File: src/pdp_pkg.sv
// Shared constants and carrier types for the port direction and pull-up block
package pdp_pkg;

	// ==============================================
	// Register map
	localparam int unsigned PORT_COUNT = 4;
	localparam logic [15:0] DIRECTION_ADDR [0:3] = '{16'hFF20, 16'hFF21, 16'hFF22, 16'hFF23};
	// Output latch addresses of ports 0 to 3
	localparam logic [15:0] LATCH_ADDR [0:3] = '{16'hFF00, 16'hFF01, 16'hFF02, 16'hFF03};
	localparam logic [15:0] PORT2_PULLUP_SELECT_ADDR = 16'hFF32;
	localparam logic [15:0] PORT_GROUP_PULLUP_SELECT_ADDR = 16'hFFF7;

	// ==============================================
	// Reset values and field layouts
	localparam logic [7:0] DIRECTION_RESET = 8'hFF;
	localparam logic [7:0] LATCH_RESET = 8'h00;
	localparam logic [7:0] PULLUP_RESET = 8'h00;
	localparam logic [7:0] READ_UNMAPPED = 8'h00;
	// Implemented pins per port: 8, 6, 8 and 2
	localparam logic [7:0] PORT_MASK [0:3] = '{8'hFF, 8'h3F, 8'hFF, 8'h03};
	// Only bits 0, 1 and 3 of the group pull-up register exist
	localparam logic [7:0] GROUP_PULLUP_MASK = 8'h0B;
	localparam int unsigned GROUP_PULLUP_PORT0_BIT = 0;
	localparam int unsigned GROUP_PULLUP_PORT1_BIT = 1;
	localparam int unsigned GROUP_PULLUP_PORT3_BIT = 3;
	localparam int unsigned IRQ_PORT = 2;
	localparam int unsigned EXT_IRQ_A_PIN = 4;
	localparam int unsigned EXT_IRQ_B_PIN = 5;
	localparam int unsigned EXT_IRQ_C_PIN = 6;
	localparam int unsigned TIMER8_OUTPUT_PIN = 7;
	localparam int unsigned TIMER16_OUTPUT_PIN = 0;
	localparam int unsigned BUZZER_OUTPUT_PIN = 1;
	// Alternate output select bit order
	localparam int unsigned ALT_TIMER8 = 0;
	localparam int unsigned ALT_TIMER16 = 1;
	localparam int unsigned ALT_BUZZER = 2;

	// ==============================================
	// Carrier types
	typedef struct packed {
		logic valid;
		logic write;
		logic bit_op;
		logic [2:0] bit_sel;
		logic bit_val;
		logic [15:0] addr;
		logic [7:0] wdata;
	} pdp_cpu_req_t;

	typedef struct packed {
		logic [1:0] p3;
		logic [7:0] p2;
		logic [5:0] p1;
		logic [7:0] p0;
	} pdp_pin_group_t;

endpackage

File: src/pdp_port_bank.sv
// One port group: direction, output latch, read selector and pin drivers
`timescale 1ns/100ps
module pdp_port_bank
#(
	parameter logic [7:0] PIN_MASK = 8'hFF
)
(
	input wire logic clk_in,
	input wire logic rst_n_in,
	input wire logic dir_wr_in,
	input wire logic [7:0] dir_wdata_in,
	input wire logic lat_wr_in,
	input wire logic [7:0] lat_wdata_in,
	input wire logic [7:0] pin_in,
	input wire logic [7:0] alt_en_in,
	input wire logic [7:0] alt_data_in,
	output logic [7:0] dir_out,
	output logic [7:0] latch_out,
	output logic [7:0] read_out,
	output logic [7:0] drive_out,
	output logic [7:0] oe_out,
	output logic [7:0] change_out
);

	// ==============================================
	// Storage
	logic [7:0] dir_reg;
	logic [7:0] latch_reg;
	logic [7:0] drive_reg;
	logic [7:0] oe_reg;
	logic [7:0] drive_next;
	logic [7:0] oe_next;

	// Direction bits, all inputs out of reset
	always_ff @(posedge clk_in or negedge rst_n_in)
	begin
		if (!rst_n_in)
			dir_reg <= pdp_pkg::DIRECTION_RESET;
		else if (dir_wr_in)
			dir_reg <= dir_wdata_in & PIN_MASK;
	end

	// Latch is written in either mode and held until the next write
	always_ff @(posedge clk_in or negedge rst_n_in)
	begin
		if (!rst_n_in)
			latch_reg <= pdp_pkg::LATCH_RESET;
		else if (lat_wr_in)
			latch_reg <= lat_wdata_in & PIN_MASK;
	end

	// Alternate output is ORed in, which is why its latch must hold 0
	assign drive_next = (latch_reg | (alt_en_in & alt_data_in)) & PIN_MASK;
	assign oe_next = ~dir_reg & PIN_MASK;

	// Registered pin drivers
	always_ff @(posedge clk_in or negedge rst_n_in)
	begin
		if (!rst_n_in)
		begin
			drive_reg <= 8'h00;
			oe_reg <= 8'h00;
		end
		else
		begin
			drive_reg <= drive_next;
			oe_reg <= oe_next;
		end
	end

	// Readback: unbuilt direction bits read as 1, latch read never alters it
	assign dir_out = dir_reg | ~PIN_MASK;
	assign latch_out = latch_reg;
	assign read_out = ((dir_reg & pin_in) | (~dir_reg & latch_reg)) & PIN_MASK;
	assign drive_out = drive_reg;
	assign oe_out = oe_reg;
	// Level change on a pin that is driven both before and after
	assign change_out = (drive_next ^ drive_reg) & oe_next & oe_reg;

endmodule

File: src/pdp_port_control.sv
// Top of the port block: CPU register access, pull-up control, pin outputs
//
// How it works
// - Direction bit 0 drives the pin as output, 1 makes it an input.
// - Reset loads every direction register with all ones.
// - A driven port-2 level change raises the matching external interrupt request.
// - Group pull-up bits 0, 1, 3 enable pull-ups on ports 0, 1, 3.
// - Group pull-ups reach input-mode bits only, never output-mode bits.
// - No pull-up on port 0, 1, 3 pins serving alternate outputs.
// - Reset clears both pull-up select registers.
// - Each port-2 pull-up bit acts on its pin regardless of direction.
// - Direction and pull-up registers accept single-bit and byte writes.
// - Output mode: write updates the latch and drives it onto the pin.
// - Input mode: write updates the latch; pin level stays undriven.
// - Reading an output-mode bit returns the latch, unchanged.
// - Reading an input-mode bit returns the pin level, latch unchanged.
// - Single-bit port operations run as whole-byte accesses.
// - Arithmetic on output bits stores result in latch and drives it.
// - Arithmetic on input bits may spoil the latch; pin stays unchanged.
// - Ports carry 8, 6, 8 and 2 pins, each with a latch.
`timescale 1ns/100ps
module pdp_port_control
(
	input wire logic sys_clk_in,
	input wire logic reset_n_in,
	input wire pdp_pkg::pdp_cpu_req_t cpu_req_in,
	input wire pdp_pkg::pdp_pin_group_t pin_in,
	input wire logic [2:0] alt_out_en_in,
	input wire logic [2:0] alt_out_data_in,
	output pdp_pkg::pdp_pin_group_t pin_out_out,
	output pdp_pkg::pdp_pin_group_t pin_oe_out,
	output pdp_pkg::pdp_pin_group_t pullup_out,
	output logic [2:0] ext_irq_req_out,
	output logic [7:0] rdata_out,
	output logic rd_valid_out
);

	// ==============================================
	// Reset release
	logic rst_meta_reg;
	logic rst_sync_reg;
	logic rst_n;

	// Two flops so release never lands near a clock edge
	always_ff @(posedge sys_clk_in or negedge reset_n_in)
	begin
		if (!reset_n_in)
		begin
			rst_meta_reg <= 1'b0;
			rst_sync_reg <= 1'b0;
		end
		else
		begin
			rst_meta_reg <= 1'b1;
			rst_sync_reg <= rst_meta_reg;
		end
	end
	assign rst_n = rst_sync_reg;

	// ==============================================
	// Decode
	logic [7:0] pin_byte [0:3];
	logic [7:0] alt_en_byte [0:3];
	logic [7:0] alt_data_byte [0:3];
	logic [7:0] dir_rd [0:3];
	logic [7:0] latch_q [0:3];
	logic [7:0] port_rd [0:3];
	logic [7:0] drive_q [0:3];
	logic [7:0] oe_q [0:3];
	logic [7:0] change [0:3];
	logic [3:0] dir_wr;
	logic [3:0] lat_wr;
	logic [7:0] dir_wdata [0:3];
	logic [7:0] lat_wdata [0:3];
	logic req_wr;
	logic req_rd;
	logic p2_pu_wr;
	logic grp_pu_wr;
	logic [7:0] p2_pu_reg;
	logic [7:0] grp_pu_reg;
	logic [7:0] rdata_next;
	logic [7:0] pullup_next [0:3];
	logic [7:0] pullup_reg [0:3];

	// Byte result: a bit operation replaces one bit of the supplied base
	function automatic logic [7:0] merge_byte(input logic [7:0] base,
		input pdp_pkg::pdp_cpu_req_t req);
		logic [7:0] value;
		value = base;
		if (req.bit_op)
			value[req.bit_sel] = req.bit_val;
		else
			value = req.wdata;
		return value;
	endfunction

	assign req_wr = cpu_req_in.valid && cpu_req_in.write;
	assign req_rd = cpu_req_in.valid && !cpu_req_in.write;
	assign p2_pu_wr = req_wr && (cpu_req_in.addr == pdp_pkg::PORT2_PULLUP_SELECT_ADDR);
	assign grp_pu_wr = req_wr && (cpu_req_in.addr == pdp_pkg::PORT_GROUP_PULLUP_SELECT_ADDR);

	// Pin side byte lanes, unbuilt pins tied low
	assign pin_byte[0] = pin_in.p0;
	assign pin_byte[1] = {2'h0, pin_in.p1};
	assign pin_byte[2] = pin_in.p2;
	assign pin_byte[3] = {6'h00, pin_in.p3};
	assign alt_en_byte[0] = 8'h00;
	assign alt_en_byte[1] = 8'h00;
	assign alt_en_byte[2] = {alt_out_en_in[pdp_pkg::ALT_TIMER8], 7'h00};
	assign alt_en_byte[3] = {6'h00, alt_out_en_in[pdp_pkg::ALT_BUZZER],
		alt_out_en_in[pdp_pkg::ALT_TIMER16]};
	assign alt_data_byte[0] = 8'h00;
	assign alt_data_byte[1] = 8'h00;
	assign alt_data_byte[2] = {alt_out_data_in[pdp_pkg::ALT_TIMER8], 7'h00};
	assign alt_data_byte[3] = {6'h00, alt_out_data_in[pdp_pkg::ALT_BUZZER],
		alt_out_data_in[pdp_pkg::ALT_TIMER16]};

	// ==============================================
	// Port banks
	genvar g;
	generate
		for (g = 0; g < pdp_pkg::PORT_COUNT; g++)
		begin : gen_port
			assign dir_wr[g] = req_wr && (cpu_req_in.addr == pdp_pkg::DIRECTION_ADDR[g]);
			assign lat_wr[g] = req_wr && (cpu_req_in.addr == pdp_pkg::LATCH_ADDR[g]);
			assign dir_wdata[g] = merge_byte(dir_rd[g], cpu_req_in);
			// Other input bits pick up the pin level, so their latch is not kept
			assign lat_wdata[g] = merge_byte(port_rd[g], cpu_req_in);
			pdp_port_bank #(
				.PIN_MASK(pdp_pkg::PORT_MASK[g])
			) u_bank (
				.clk_in(sys_clk_in),
				.rst_n_in(rst_n),
				.dir_wr_in(dir_wr[g]),
				.dir_wdata_in(dir_wdata[g]),
				.lat_wr_in(lat_wr[g]),
				.lat_wdata_in(lat_wdata[g]),
				.pin_in(pin_byte[g]),
				.alt_en_in(alt_en_byte[g]),
				.alt_data_in(alt_data_byte[g]),
				.dir_out(dir_rd[g]),
				.latch_out(latch_q[g]),
				.read_out(port_rd[g]),
				.drive_out(drive_q[g]),
				.oe_out(oe_q[g]),
				.change_out(change[g])
			);
		end
	endgenerate

	// ==============================================
	// Pull-up select registers
	always_ff @(posedge sys_clk_in or negedge rst_n)
	begin
		if (!rst_n)
			p2_pu_reg <= pdp_pkg::PULLUP_RESET;
		else if (p2_pu_wr)
			p2_pu_reg <= merge_byte(p2_pu_reg, cpu_req_in);
	end

	// Unbuilt group bits are not stored and read back as zero
	always_ff @(posedge sys_clk_in or negedge rst_n)
	begin
		if (!rst_n)
			grp_pu_reg <= pdp_pkg::PULLUP_RESET;
		else if (grp_pu_wr)
			grp_pu_reg <= merge_byte(grp_pu_reg, cpu_req_in)
				& pdp_pkg::GROUP_PULLUP_MASK;
	end

	// Group pull-ups only on input bits; alternate outputs on port 3 excluded
	always_comb
	begin
		pullup_next[0] = {8{grp_pu_reg[pdp_pkg::GROUP_PULLUP_PORT0_BIT]}} & dir_rd[0]
			& pdp_pkg::PORT_MASK[0];
		pullup_next[1] = {8{grp_pu_reg[pdp_pkg::GROUP_PULLUP_PORT1_BIT]}} & dir_rd[1]
			& pdp_pkg::PORT_MASK[1];
		pullup_next[2] = p2_pu_reg;
		pullup_next[3] = {8{grp_pu_reg[pdp_pkg::GROUP_PULLUP_PORT3_BIT]}} & dir_rd[3]
			& ~alt_en_byte[3] & pdp_pkg::PORT_MASK[3];
	end

	// Registered pull-up controls
	always_ff @(posedge sys_clk_in or negedge rst_n)
	begin
		if (!rst_n)
			pullup_reg <= '{default: pdp_pkg::PULLUP_RESET};
		else
			pullup_reg <= pullup_next;
	end

	// ==============================================
	// Read path
	always_comb
	begin
		rdata_next = pdp_pkg::READ_UNMAPPED;
		for (int m = 0; m < pdp_pkg::PORT_COUNT; m++)
		begin
			if (cpu_req_in.addr == pdp_pkg::DIRECTION_ADDR[m])
				rdata_next = dir_rd[m];
			if (cpu_req_in.addr == pdp_pkg::LATCH_ADDR[m])
				rdata_next = port_rd[m];
		end
		if (cpu_req_in.addr == pdp_pkg::PORT2_PULLUP_SELECT_ADDR)
			rdata_next = p2_pu_reg;
		if (cpu_req_in.addr == pdp_pkg::PORT_GROUP_PULLUP_SELECT_ADDR)
			rdata_next = grp_pu_reg;
	end

	// Read answer one cycle after the request
	always_ff @(posedge sys_clk_in or negedge rst_n)
	begin
		if (!rst_n)
		begin
			rdata_out <= 8'h00;
			rd_valid_out <= 1'b0;
		end
		else
		begin
			rd_valid_out <= req_rd;
			if (req_rd)
				rdata_out <= rdata_next;
		end
	end

	// ==============================================
	// External interrupt requests from port 2; the CPU mask must guard them
	always_ff @(posedge sys_clk_in or negedge rst_n)
	begin
		if (!rst_n)
			ext_irq_req_out <= 3'h0;
		else
			ext_irq_req_out <= {change[pdp_pkg::IRQ_PORT][pdp_pkg::EXT_IRQ_C_PIN],
				change[pdp_pkg::IRQ_PORT][pdp_pkg::EXT_IRQ_B_PIN],
				change[pdp_pkg::IRQ_PORT][pdp_pkg::EXT_IRQ_A_PIN]};
	end

	// Pin outputs straight from the bank flops, pull-ups from the pull-up flops
	assign pin_out_out = {drive_q[3][1:0], drive_q[2], drive_q[1][5:0], drive_q[0]};
	assign pin_oe_out = {oe_q[3][1:0], oe_q[2], oe_q[1][5:0], oe_q[0]};
	assign pullup_out = {pullup_reg[3][1:0], pullup_reg[2], pullup_reg[1][5:0], pullup_reg[0]};
endmodule

File: config.mk
export PLATFORM = sky130hd
export DESIGN_NAME = pdp_port_control
export DESIGN_NICKNAME = d
export VERILOG_FILES = /design/src/pdp_pkg.sv /design/src/pdp_port_bank.sv /design/src/pdp_port_control.sv
export SDC_FILE = /design/constraint.sdc
export NUM_CORES = 1
export LEC_CHECK = 0
export BUFFER_PORTS_ARGS = -buffer_cell sky130_fd_sc_hd__buf_2
export CORE_ASPECT_RATIO = 0.75
export CORE_UTILIZATION = 24
export CTS_BUF_LIST = sky130_fd_sc_hd__clkbuf_8 sky130_fd_sc_hd__clkbuf_16
export CTS_CLUSTER_SIZE = 30
export DETAILED_ROUTE_END_ITERATION = 10
export HOLD_SLACK_MARGIN = 0.12
export PLACE_DENSITY_LB_ADDON = 0.3
export SLEW_MARGIN = 30
export SYNTH_ARGS = -nofsm -noshare
export SYNTH_HDL_FRONTEND = slang
export SYNTH_HIERARCHICAL = 1
export SYNTH_SLANG_ARGS = --single-unit
File: constraint.sdc
create_clock -name sys_clk_in -period 5.5 [get_ports sys_clk_in]
set_clock_uncertainty 0.2 [all_clocks]
set_input_delay 0 -clock sys_clk_in [delete_from_list [all_inputs] [get_ports sys_clk_in]]
set_output_delay 0 -clock sys_clk_in [all_outputs]
set_load 0.05 [all_outputs]
# After elaboration in Yosys (flattened, before gate mapping)
# Index checks and enable logic that the tools add are counted.
op_classes:
  magnitude_cmp: 2
  eq_ne: 10
  muxes: 32
  bitwise_logic: 28
  n_reduce_logical: 14
ops:
  columns: ["op", "n"]
  rows:
  - ["$eq 16x16->1 const B", 10]
  - ["$mux 8", 15]
  - ["$bwmux 8", 10]
  - ["$and 8x8->8", 6]
  - ["$or 8x8->8", 3]
  - ["$and 6x6->6", 3]
  - ["$not 8->8", 2]
  - ["$and 7x7->7", 2]
  - ["$logic_and 1x1->1", 13]
  - ["$mux 6", 2]
  - ["$and 2x2->2", 5]
  - ["$xor 7x7->7", 1]
  - ["$not 6->6", 1]
  - ["$or 6x6->6", 1]
  - ["$lt 3x4->1 const B", 1]
  - ["$mux 2", 2]
  - ["$mux 4", 1]
  - ["$not 2->2", 2]
  - ["$or 2x2->2", 2]
  - ["$demux 1 s3", 1]
  - ["$ge 3x1->1 const B", 1]
  - ["$logic_not 1->1", 1]
  - ["$mux 1", 1]
totals:
  regBits: 145
  in_bits: 63
  output_inout_bits: 84
  word_cells: 113

# Depth between registers and ports, before layout
# Gate-level depths: netlist of the first run.
depth:
  word_depth: 12
  mapped_depth: 8
  mapped_depth_nobuf: 6

# Hierarchy
# Netlist of the first run, hierarchy kept.
modules_own_cells:
  columns: ["mod", "n_inst", "cells_per_inst", "area_per_inst_um2", "seq_area_each_um2"]
  rows:
  - ["pdp_port_control", 1, 403, 3510.9, 1226.2]
  - ["pdp_port_bank (gen_port[0].u_bank ...)", 2, 106, 1371.3, 810.8]
  - ["pdp_port_bank (gen_port[1].u_bank)", 1, 94, 1128.6, 608.1]
  - ["pdp_port_bank (gen_port[3].u_bank)", 1, 64, 618.1, 202.7]

# Least setup slack after synthesis of the first run
# No wires, ideal clock.
synth_timing:
  path_type: "input to register"
  from: "in cpu_req_in[13] in the netlist's numbering"
  to: "reg rdata_out[3]"
  setup_ps: 132
  arrival_time_ps: 1889
  required_ps: 5168
  setup_slack_ps: 3279
  stages: 8
  n_path_buf: 3
  cell_sequence: "buf_6 or4_1 buf_2 or4_4 buf_6 a2bb2oi_2 a2111oi_4 a211oi_2"
synth_between:
  elab_chain_len: 11
synth_lines:
  columns: ["element", "line", "rtl"]
  rows:
  - ["start, declared", "pdp_port_control.sv:26", "input wire pdp_pkg::pdp_cpu_req_t cpu_req_in,"]
  - ["$eq 16x16->1", "pdp_port_control.sv:199", "if (cpu_req_in.addr == pdp_pkg::DIRECTION_ADDR[m])"]
  - ["$mux 8", "pdp_port_control.sv:199", null]
  - ["$mux 8", "pdp_port_control.sv:201", "if (cpu_req_in.addr == pdp_pkg::LATCH_ADDR[m])"]
  - ["$mux 8", "pdp_port_control.sv:199", null]
  - ["$mux 8", "pdp_port_control.sv:201", null]
  - ["$mux 8", "pdp_port_control.sv:199", null]
  - ["$mux 8", "pdp_port_control.sv:201", null]
  - ["$mux 8", "pdp_port_control.sv:199", null]
  - ["$mux 8", "pdp_port_control.sv:201", null]
  - ["$mux 8", "pdp_port_control.sv:204", "if (cpu_req_in.addr == pdp_pkg::PORT2_PULLUP_SELECT_ADDR)"]
  - ["$mux 8 *", "pdp_port_control.sv:206", "if (cpu_req_in.addr == pdp_pkg::PORT_GROUP_PULLUP_SELECT_ADDR)"]
  - ["end signal, assigned", "pdp_port_control.sv:222", "rdata_out <= rdata_next;"]
  - ["end, declared", "pdp_port_control.sv:34", "output logic [7:0] rdata_out,"]
# Mark *: on every way between the ends. The rest lies on a longest branch, timed or not.
# A chain may end at the register's enable or synchronous reset.

# Worst setup path in the final report of the first run
layout_timing:
  from: "in cpu_req_in[13] in the netlist's numbering"
  to: "reg rdata_out[7]"
# Same word-level chain as after synthesis.

==> reports/summary.txt, run 1 <==
Status -> completed
RSZ-0062 raised after global routing -> false
Pre-CTS setup slack -> 2.48 ns
Die height -> 151 µm
Die Wd -> 200 µm
R2r setup slk -> 2.65 ns
Synthesized cell area -> 7090 µm²
Clock sinks -> 145
PortBufs -> 146
Crit path kind -> input port to flop
Most frequent cells in the layout -> buf_2, dfrtp_1, a21o_1, dlygate4sd3_1, conb_1
Cells after synthesis -> 662
Pwr Density -> 265 nW/µm²
GRT Total Usage -> 15.9%
H-tree levels -> 4
WP data required -> 5.60 ns
Crit-path max cell delay -> 0.75 ns
First-pass DRT Iterations -> 5
Final HPWL DP -> 16.8 mm
Ys Warns -> 6
Die area -> 30200 µm²
CTS tree -> done
F_max -> 267 MHz
Vias in the first global route -> 5718
FF-to-FF Start -> gen_port[0].u_bank/dir_out[1]$_DFFE_PN1P_
Pwr Total -> 0.00256 W
Fin nets -> 972
Final setup violation count -> 0
Least-Margin Pin Slew -> 1.05 ns
Final period utilization -> 68.1%
Pin count of the biggest net entering global routing -> 59
CP arrival -> 3.85 ns
First-pass GRT wire length -> 35.6 mm
Type of the worst min-delay path -> flop to asynchronous set/reset pin
Slowest CP cell -> nor4_1
CTS Buf Count -> 17
Initial antenna violation count -> 0
Headroom to the max-slew limit -> 29.7%
Final min period -> 3.75 ns
Clk_lat worst skew -> 0.43 ns
Final Hold Fails -> 0
RD Place Congestion -> 0.864
DR vias -> 5911
Num ports -> 147
# rows -> 54
CTS hold repair buffers -> 72
CP max FO -> 36
Commonest non-fill, non-tap cell in the layout -> buf_2
Drt wl/cell -> 17.8 µm
Clock tree buffer depth -> 2
Core area -> 29100 µm²
Final worst slack -> 1.75 ns
Fin. max-slew vios -> 0
Final wirelength -> 23.4 mm
Critical R2R Capture -> rdata_out[1]$_DFFE_PN0P_
Cell mode on critical path -> dlygate4sd3_1
Max Cap Viol -> 0
Critical-path cell list -> dlygate4sd3_1 -> buf_2 -> or4b_1 -> nor4_1 -> nor4_1 -> dlygate4sd3_1 -> nand4_1 -> dlygate4sd3_1 -> o211ai_1
Initial DRC Count -> 487
Post-Synthesis Mean Instance Area -> 10.7 µm²
Clock root cell -> clkbuf_16
Antenna diodes -> 0
Avg Vias per Cell -> 4.50
Postcts setup bufs -> 0
Initial core utilization -> 24.4%
Setup TNS -> 0 ns
Layout cells sized above 1 -> 30.0%
CP startpoint kind -> input port
Crit. End Element -> flop
Gr ovfl total -> 0
Clk pin slew, worst setup/hold paths -> 0.06 ns
Reg2Reg Depth -> 7
DRC viols -> 0
Post_cts resized -> 0
P&R area growth vs syn -> 35.9%
VDD IR-drop max -> 0.201 mV
Filler cell count -> 3047
LEAKAGE -> 5.12 nW
Post-DRT Antenna Nets -> 0
## worst max-delay path, delay by kind of cell
family / cells / cell delay [ns]
and+or+nand+nor: 4 / 1.50
AOI/OAI and AO/OA: 1 / 0.09
buffers and inverters: 4 / 2.24
## where the power goes
group / total (W) / switching [W] / internal, W
registers: 0.00109 / 0.00000646 / 0.00108
logic: 0.000292 / 0.000179 / 0.000112
clock network: 0.00118 / 0.000463 / 0.000715
total: 0.00256 / 0.000649 / 0.00191
## area by class of cell
type | count | area, µm² | share of cell area, %
well taps | 392 | 490 | 5.09
repair buffers | 227 | 1530 | 15.9
clock buffers | 18 | 439 | 4.56
inverters | 46 | 173 | 1.79
flip-flops and latches | 145 | 3660 | 38.0
multi-input cells | 472 | 3190 | 33.1
clock inverters | 14 | 149 | 1.55
## layer usage
metal  track usage (%)  routed length (µm)  vias to the layer above
met4              4.01                 254                        0
met2              22.5                9810                      253
met1              23.9               11500                     2848
met3              3.83                1800                       24
li1                  -                   -                     2786
met5                 0                   0                        -
## worst max path at each step
stage                          from                                           to  slack (ns)  depth (start not counted)
floorplan           rst_n$_DFF_PN0_                 ext_irq_req_out[0]$_DFF_PN0_        1.00                          0
global placement     cpu_req_in[13]                     p2_pu_reg[2]$_DFFE_PN0P_        2.53                          5
detailed placement   cpu_req_in[13]  gen_port[2].u_bank/latch_out[5]$_DFFE_PN0P_        2.48                          5
CTS                  cpu_req_in[13]                     rdata_out[7]$_DFFE_PN0P_        1.81                          9
global route         cpu_req_in[13]                     rdata_out[7]$_DFFE_PN0P_        1.54                          9
finish               cpu_req_in[13]                     rdata_out[7]$_DFFE_PN0P_        1.75                          9
## through the flow
step / instances / utilization [%] / area, µm² / hold slack, ns
floorplan: 715 / - / 7290 / -0.496
global placement: 1209 / 28.5 / 8280 / -0.413
detailed placement: 1209 / 28.6 / 8300 / -0.411
CTS: 1313 / 33.1 / 9610 / 0.121
global route: 1314 / 33.2 / 9630 / 0.154
finish: 1314 / 33.2 / 9630 / 0.143
Note: power is estimated with default switching activity, not from simulation.
==> run 2: changes to the inputs <==
Clock period 5.5 ns to 3.4 ns, I/O delays scaled along.
==> run 2 against run 1 <==
Against the previous run:
- the run now ends with design-rule violations left
- sequential power grew 62%
- sequential cell count is the same
- cell count grew 1.1%
- via count shrank 0.98%
- routed wire length grew 0.68%
- count of clock-buffer cells in the layout shrank 1
- non-clock buffer count grew 15
- register-to-register slack lost 2.2 ns
- critical path depth grew 1
- first-iteration DRC count shrank 17%
- worst setup slack lost 1.7 ns
- critical path type unchanged
- critical endpoint is now rdata_out[1]$_DFFE_PN0P_
- highest routed layer unchanged
==> reports/summary.txt, run 2 (synthesis results as in run 1) <==
Status -> finished, violations left (was completed)
Failing checks -> design-rule violations
Least-Margin Pin Slew -> 0.991 ns (was 1.05 ns)
Max Cap Viol -> 0 (unchanged)
Seq. cell area -> 3660 µm² (unchanged)
WHS -> 0.123 ns (was 0.143 ns)
Headroom to the max-slew limit -> 33.5% (was 29.7%)
CP startpoint kind -> input port (unchanged)
Placed Area -> 8410 µm² (was 8300 µm²)
Cell mode on critical path -> dlygate4sd3_1 (unchanged)
Die height -> 151 µm (unchanged)
Slowest CP cell -> nor4_1 (unchanged)
Final period utilization -> 97.2%
Combinational fraction of design power -> 10.9% (was 11.4%)
Net Sw Frac -> 24.1% (was 25.4%)
# rows -> 54 (unchanged)
Layout cells sized above 1 -> 30.8% (was 30.0%)
Most frequent cells in the layout -> buf_2, dfrtp_1, a21o_1, dlygate4sd3_1, conb_1 (unchanged)
Reg2Reg Depth -> 8 (was 7)
Clk_lat worst skew -> 0.43 ns (about the same)
Core area -> 29100 µm² (unchanged)
Avg Vias per Cell -> 4.40 (was 4.50)
Fin nets -> 987 (was 972)
First-pass DRT Iterations -> 7 (was 5)
GRT Total Usage -> 16.0% (was 15.9%)
WP data required -> 3.51 ns (was 5.60 ns)
Multi-input logic area -> 3200 µm² (was 3190 µm²)
Clock root cell -> clkbuf_16 (unchanged)
Top cell family by delay on the critical path -> buffers and inverters (unchanged)
RSZ-0062 raised after global routing -> false (unchanged)
Initial DRC Count -> 406 (was 487)
Clk pin slew, worst setup/hold paths -> 0.06 ns (about the same)
Vias in the first global route -> 5807 (was 5718)
Final wirelength -> 23.6 mm (was 23.4 mm)
Crit-path max cell delay -> 0.57 ns (was 0.75 ns)
F_max -> 303 MHz
DR vias -> 5853 (was 5911)
RD Place Congestion -> 0.846 (was 0.864)
CTS tree -> done (unchanged)
Fin. max-slew vios -> 0 (unchanged)
Post-DRT Antenna Nets -> 0 (unchanged)
Setup TNS -> 0 ns (unchanged)
Critical R2R Capture -> rdata_out[7]$_DFFE_PN0P_ (was rdata_out[1]$_DFFE_PN0P_)
Gr ovfl total -> 0 (unchanged)
R2r setup slk -> 0.49 ns (was 2.65 ns)
Source of the critical timing path -> cpu_req_in[30] (was cpu_req_in[13])
P&R area growth vs syn -> 38.6% (was 35.9%)
Die Wd -> 200 µm (unchanged)
Clock sinks -> 145 (unchanged)
CP max FO -> 13 (was 36)
Num ports -> 147 (unchanged)
LEAKAGE -> 5.22 nW (was 5.12 nW)
Crit. End Element -> flop (unchanged)
Clock tree buffer depth -> 2 (unchanged)
Critical-path cell list -> dlygate4sd3_1 -> buf_2 -> nand2b_1 -> dlygate4sd3_1 -> buf_4 -> nor4_1 -> a32o_1 -> dlygate4sd3_1 -> a21oi_1 -> dlygate4sd3_1 (was dlygate4sd3_1 -> buf_2 -> or4b_1 -> nor4_1 -> nor4_1 -> dlygate4sd3_1 -> nand4_1 -> dlygate4sd3_1 -> o211ai_1)
Commonest non-fill, non-tap cell in the layout -> buf_2 (unchanged)
Pin count of the biggest net entering global routing -> 51 (was 59)
Crit path kind -> input port to flop (unchanged)
Initial core utilization -> 24.4% (unchanged)
CTS Buf Count -> 17 (unchanged)
Area of all placed cells without fillers -> 9820 µm² (was 9630 µm²)
VDD IR-drop max -> 0.325 mV (was 0.201 mV)
Postcts setup bufs -> 0 (unchanged)
Drt wl/cell -> 17.7 µm (was 17.8 µm)
Type of the worst min-delay path -> input port to flop (was flop to asynchronous set/reset pin)
Sequential share of power -> 40.6% (was 42.5%)
Buf/Inv on CP -> 6 (was 4)
FF-to-FF Start -> gen_port[0].u_bank/dir_out[7]$_DFFE_PN1P_ (was gen_port[0].u_bank/dir_out[1]$_DFFE_PN1P_)
Pint -> 0.00330 W (was 0.00191 W)
First-pass GRT wire length -> 35.9 mm (was 35.6 mm)
Filler cell count -> 3013 (was 3047)
DRC viols -> 2 (was 0)
Final min period -> 3.30 ns
Critical path depth -> 10 (was 9)
Die area -> 30200 µm² (unchanged)
CP endpoint -> rdata_out[1]$_DFFE_PN0P_ (was rdata_out[7]$_DFFE_PN0P_)
Initial antenna violation count -> 0 (unchanged)
Final Hold Fails -> 0 (unchanged)
CP arrival -> 3.42 ns (was 3.85 ns)
Clock share of power -> 48.4% (was 46.1%)
Switching power -> 0.00105 W (was 0.000649 W)
PortBufs -> 146 (unchanged)
H-tree levels -> 4 (unchanged)
Post-layout util -> 33.8% (was 33.2%)
Final setup violation count -> 0 (unchanged)
Pwr Density -> 443 nW/µm² (was 265 nW/µm²)
Final HPWL DP -> 17.1 mm (was 16.8 mm)
-- run 2: how the worst min path moves through the flow --
stage,startpoint,endpoint,cells after the start
detailed placement,reset_n_in,rst_meta_reg$_DFF_PN0_,1
finish,cpu_req_in[29],p2_pu_reg[6]$_DFFE_PN0P_,4
CTS,cpu_req_in[29],p2_pu_reg[6]$_DFFE_PN0P_,4
global placement,reset_n_in,rst_meta_reg$_DFF_PN0_,1
floorplan,reset_n_in,rst_meta_reg$_DFF_PN0_,0
global route,cpu_req_in[29],p2_pu_reg[6]$_DFFE_PN0P_,4
-- run 2: stage by stage --
step / total power (W) / cells / setup WS (ns)
2_1_floorplan: 0.00207 / 715 / 0.816
3_3_place_gp: 0.00220 / 1224 / 0.900
5_1_grt: 0.00452 / 1328 / 0.0213
6_report: 0.00435 / 1329 / 0.0956
4_1_cts: 0.00439 / 1326 / 0.0348
3_5_place_dp: 0.00220 / 1224 / 1.01
-- run 2: final cells by class --
class	count	area share (%)
clock inverter	14	2.31
inverter	46	1.76
multi-input combinational	472	32.6
timing repair buffer	242	16.8
clock buffer	17	4.33
antenna	1	0.0255
sequential	145	37.3
tap	392	4.99
-- run 2: layer usage --
| layer | up-vias | part of all wire (%) | global-route usage [%] |
|---|---|---|---|
| met2 | 169 | 42 | 22.6 |
| li1 | 2815 | - | - |
| met1 | 2858 | 53 | 24.3 |
| met3 | 11 | 5.1 | 3.77 |
| met5 | - | 0 | 0 |
| met4 | 0 | 0.64 | 3.36 |
-- run 2: worst min-delay path, stage by stage --
cell	delay (ns)
buf_2	0.10
nand2_1	0.30
nor3_1	0.10
mux2_2	0.21
-- run 2: what timing repair did --
item,4_1_cts,5_1_grt
hold buffers,71,2
hold endpoints to repair,59,10
endpoints found under the setup margin,0,1
resized for setup,0,3
-- run 2: power by group through the flow --
stage / Combinational, W / Sequential (W) / Clock, W
CTS: 0.000468 / 0.00177 / 0.00215
finish: 0.000475 / 0.00177 / 0.00211
detailed placement: 0.000401 / 0.00180 / 0
floorplan: 0.000184 / 0.00188 / 0
global route: 0.000515 / 0.00177 / 0.00224
global placement: 0.000400 / 0.00180 / 0
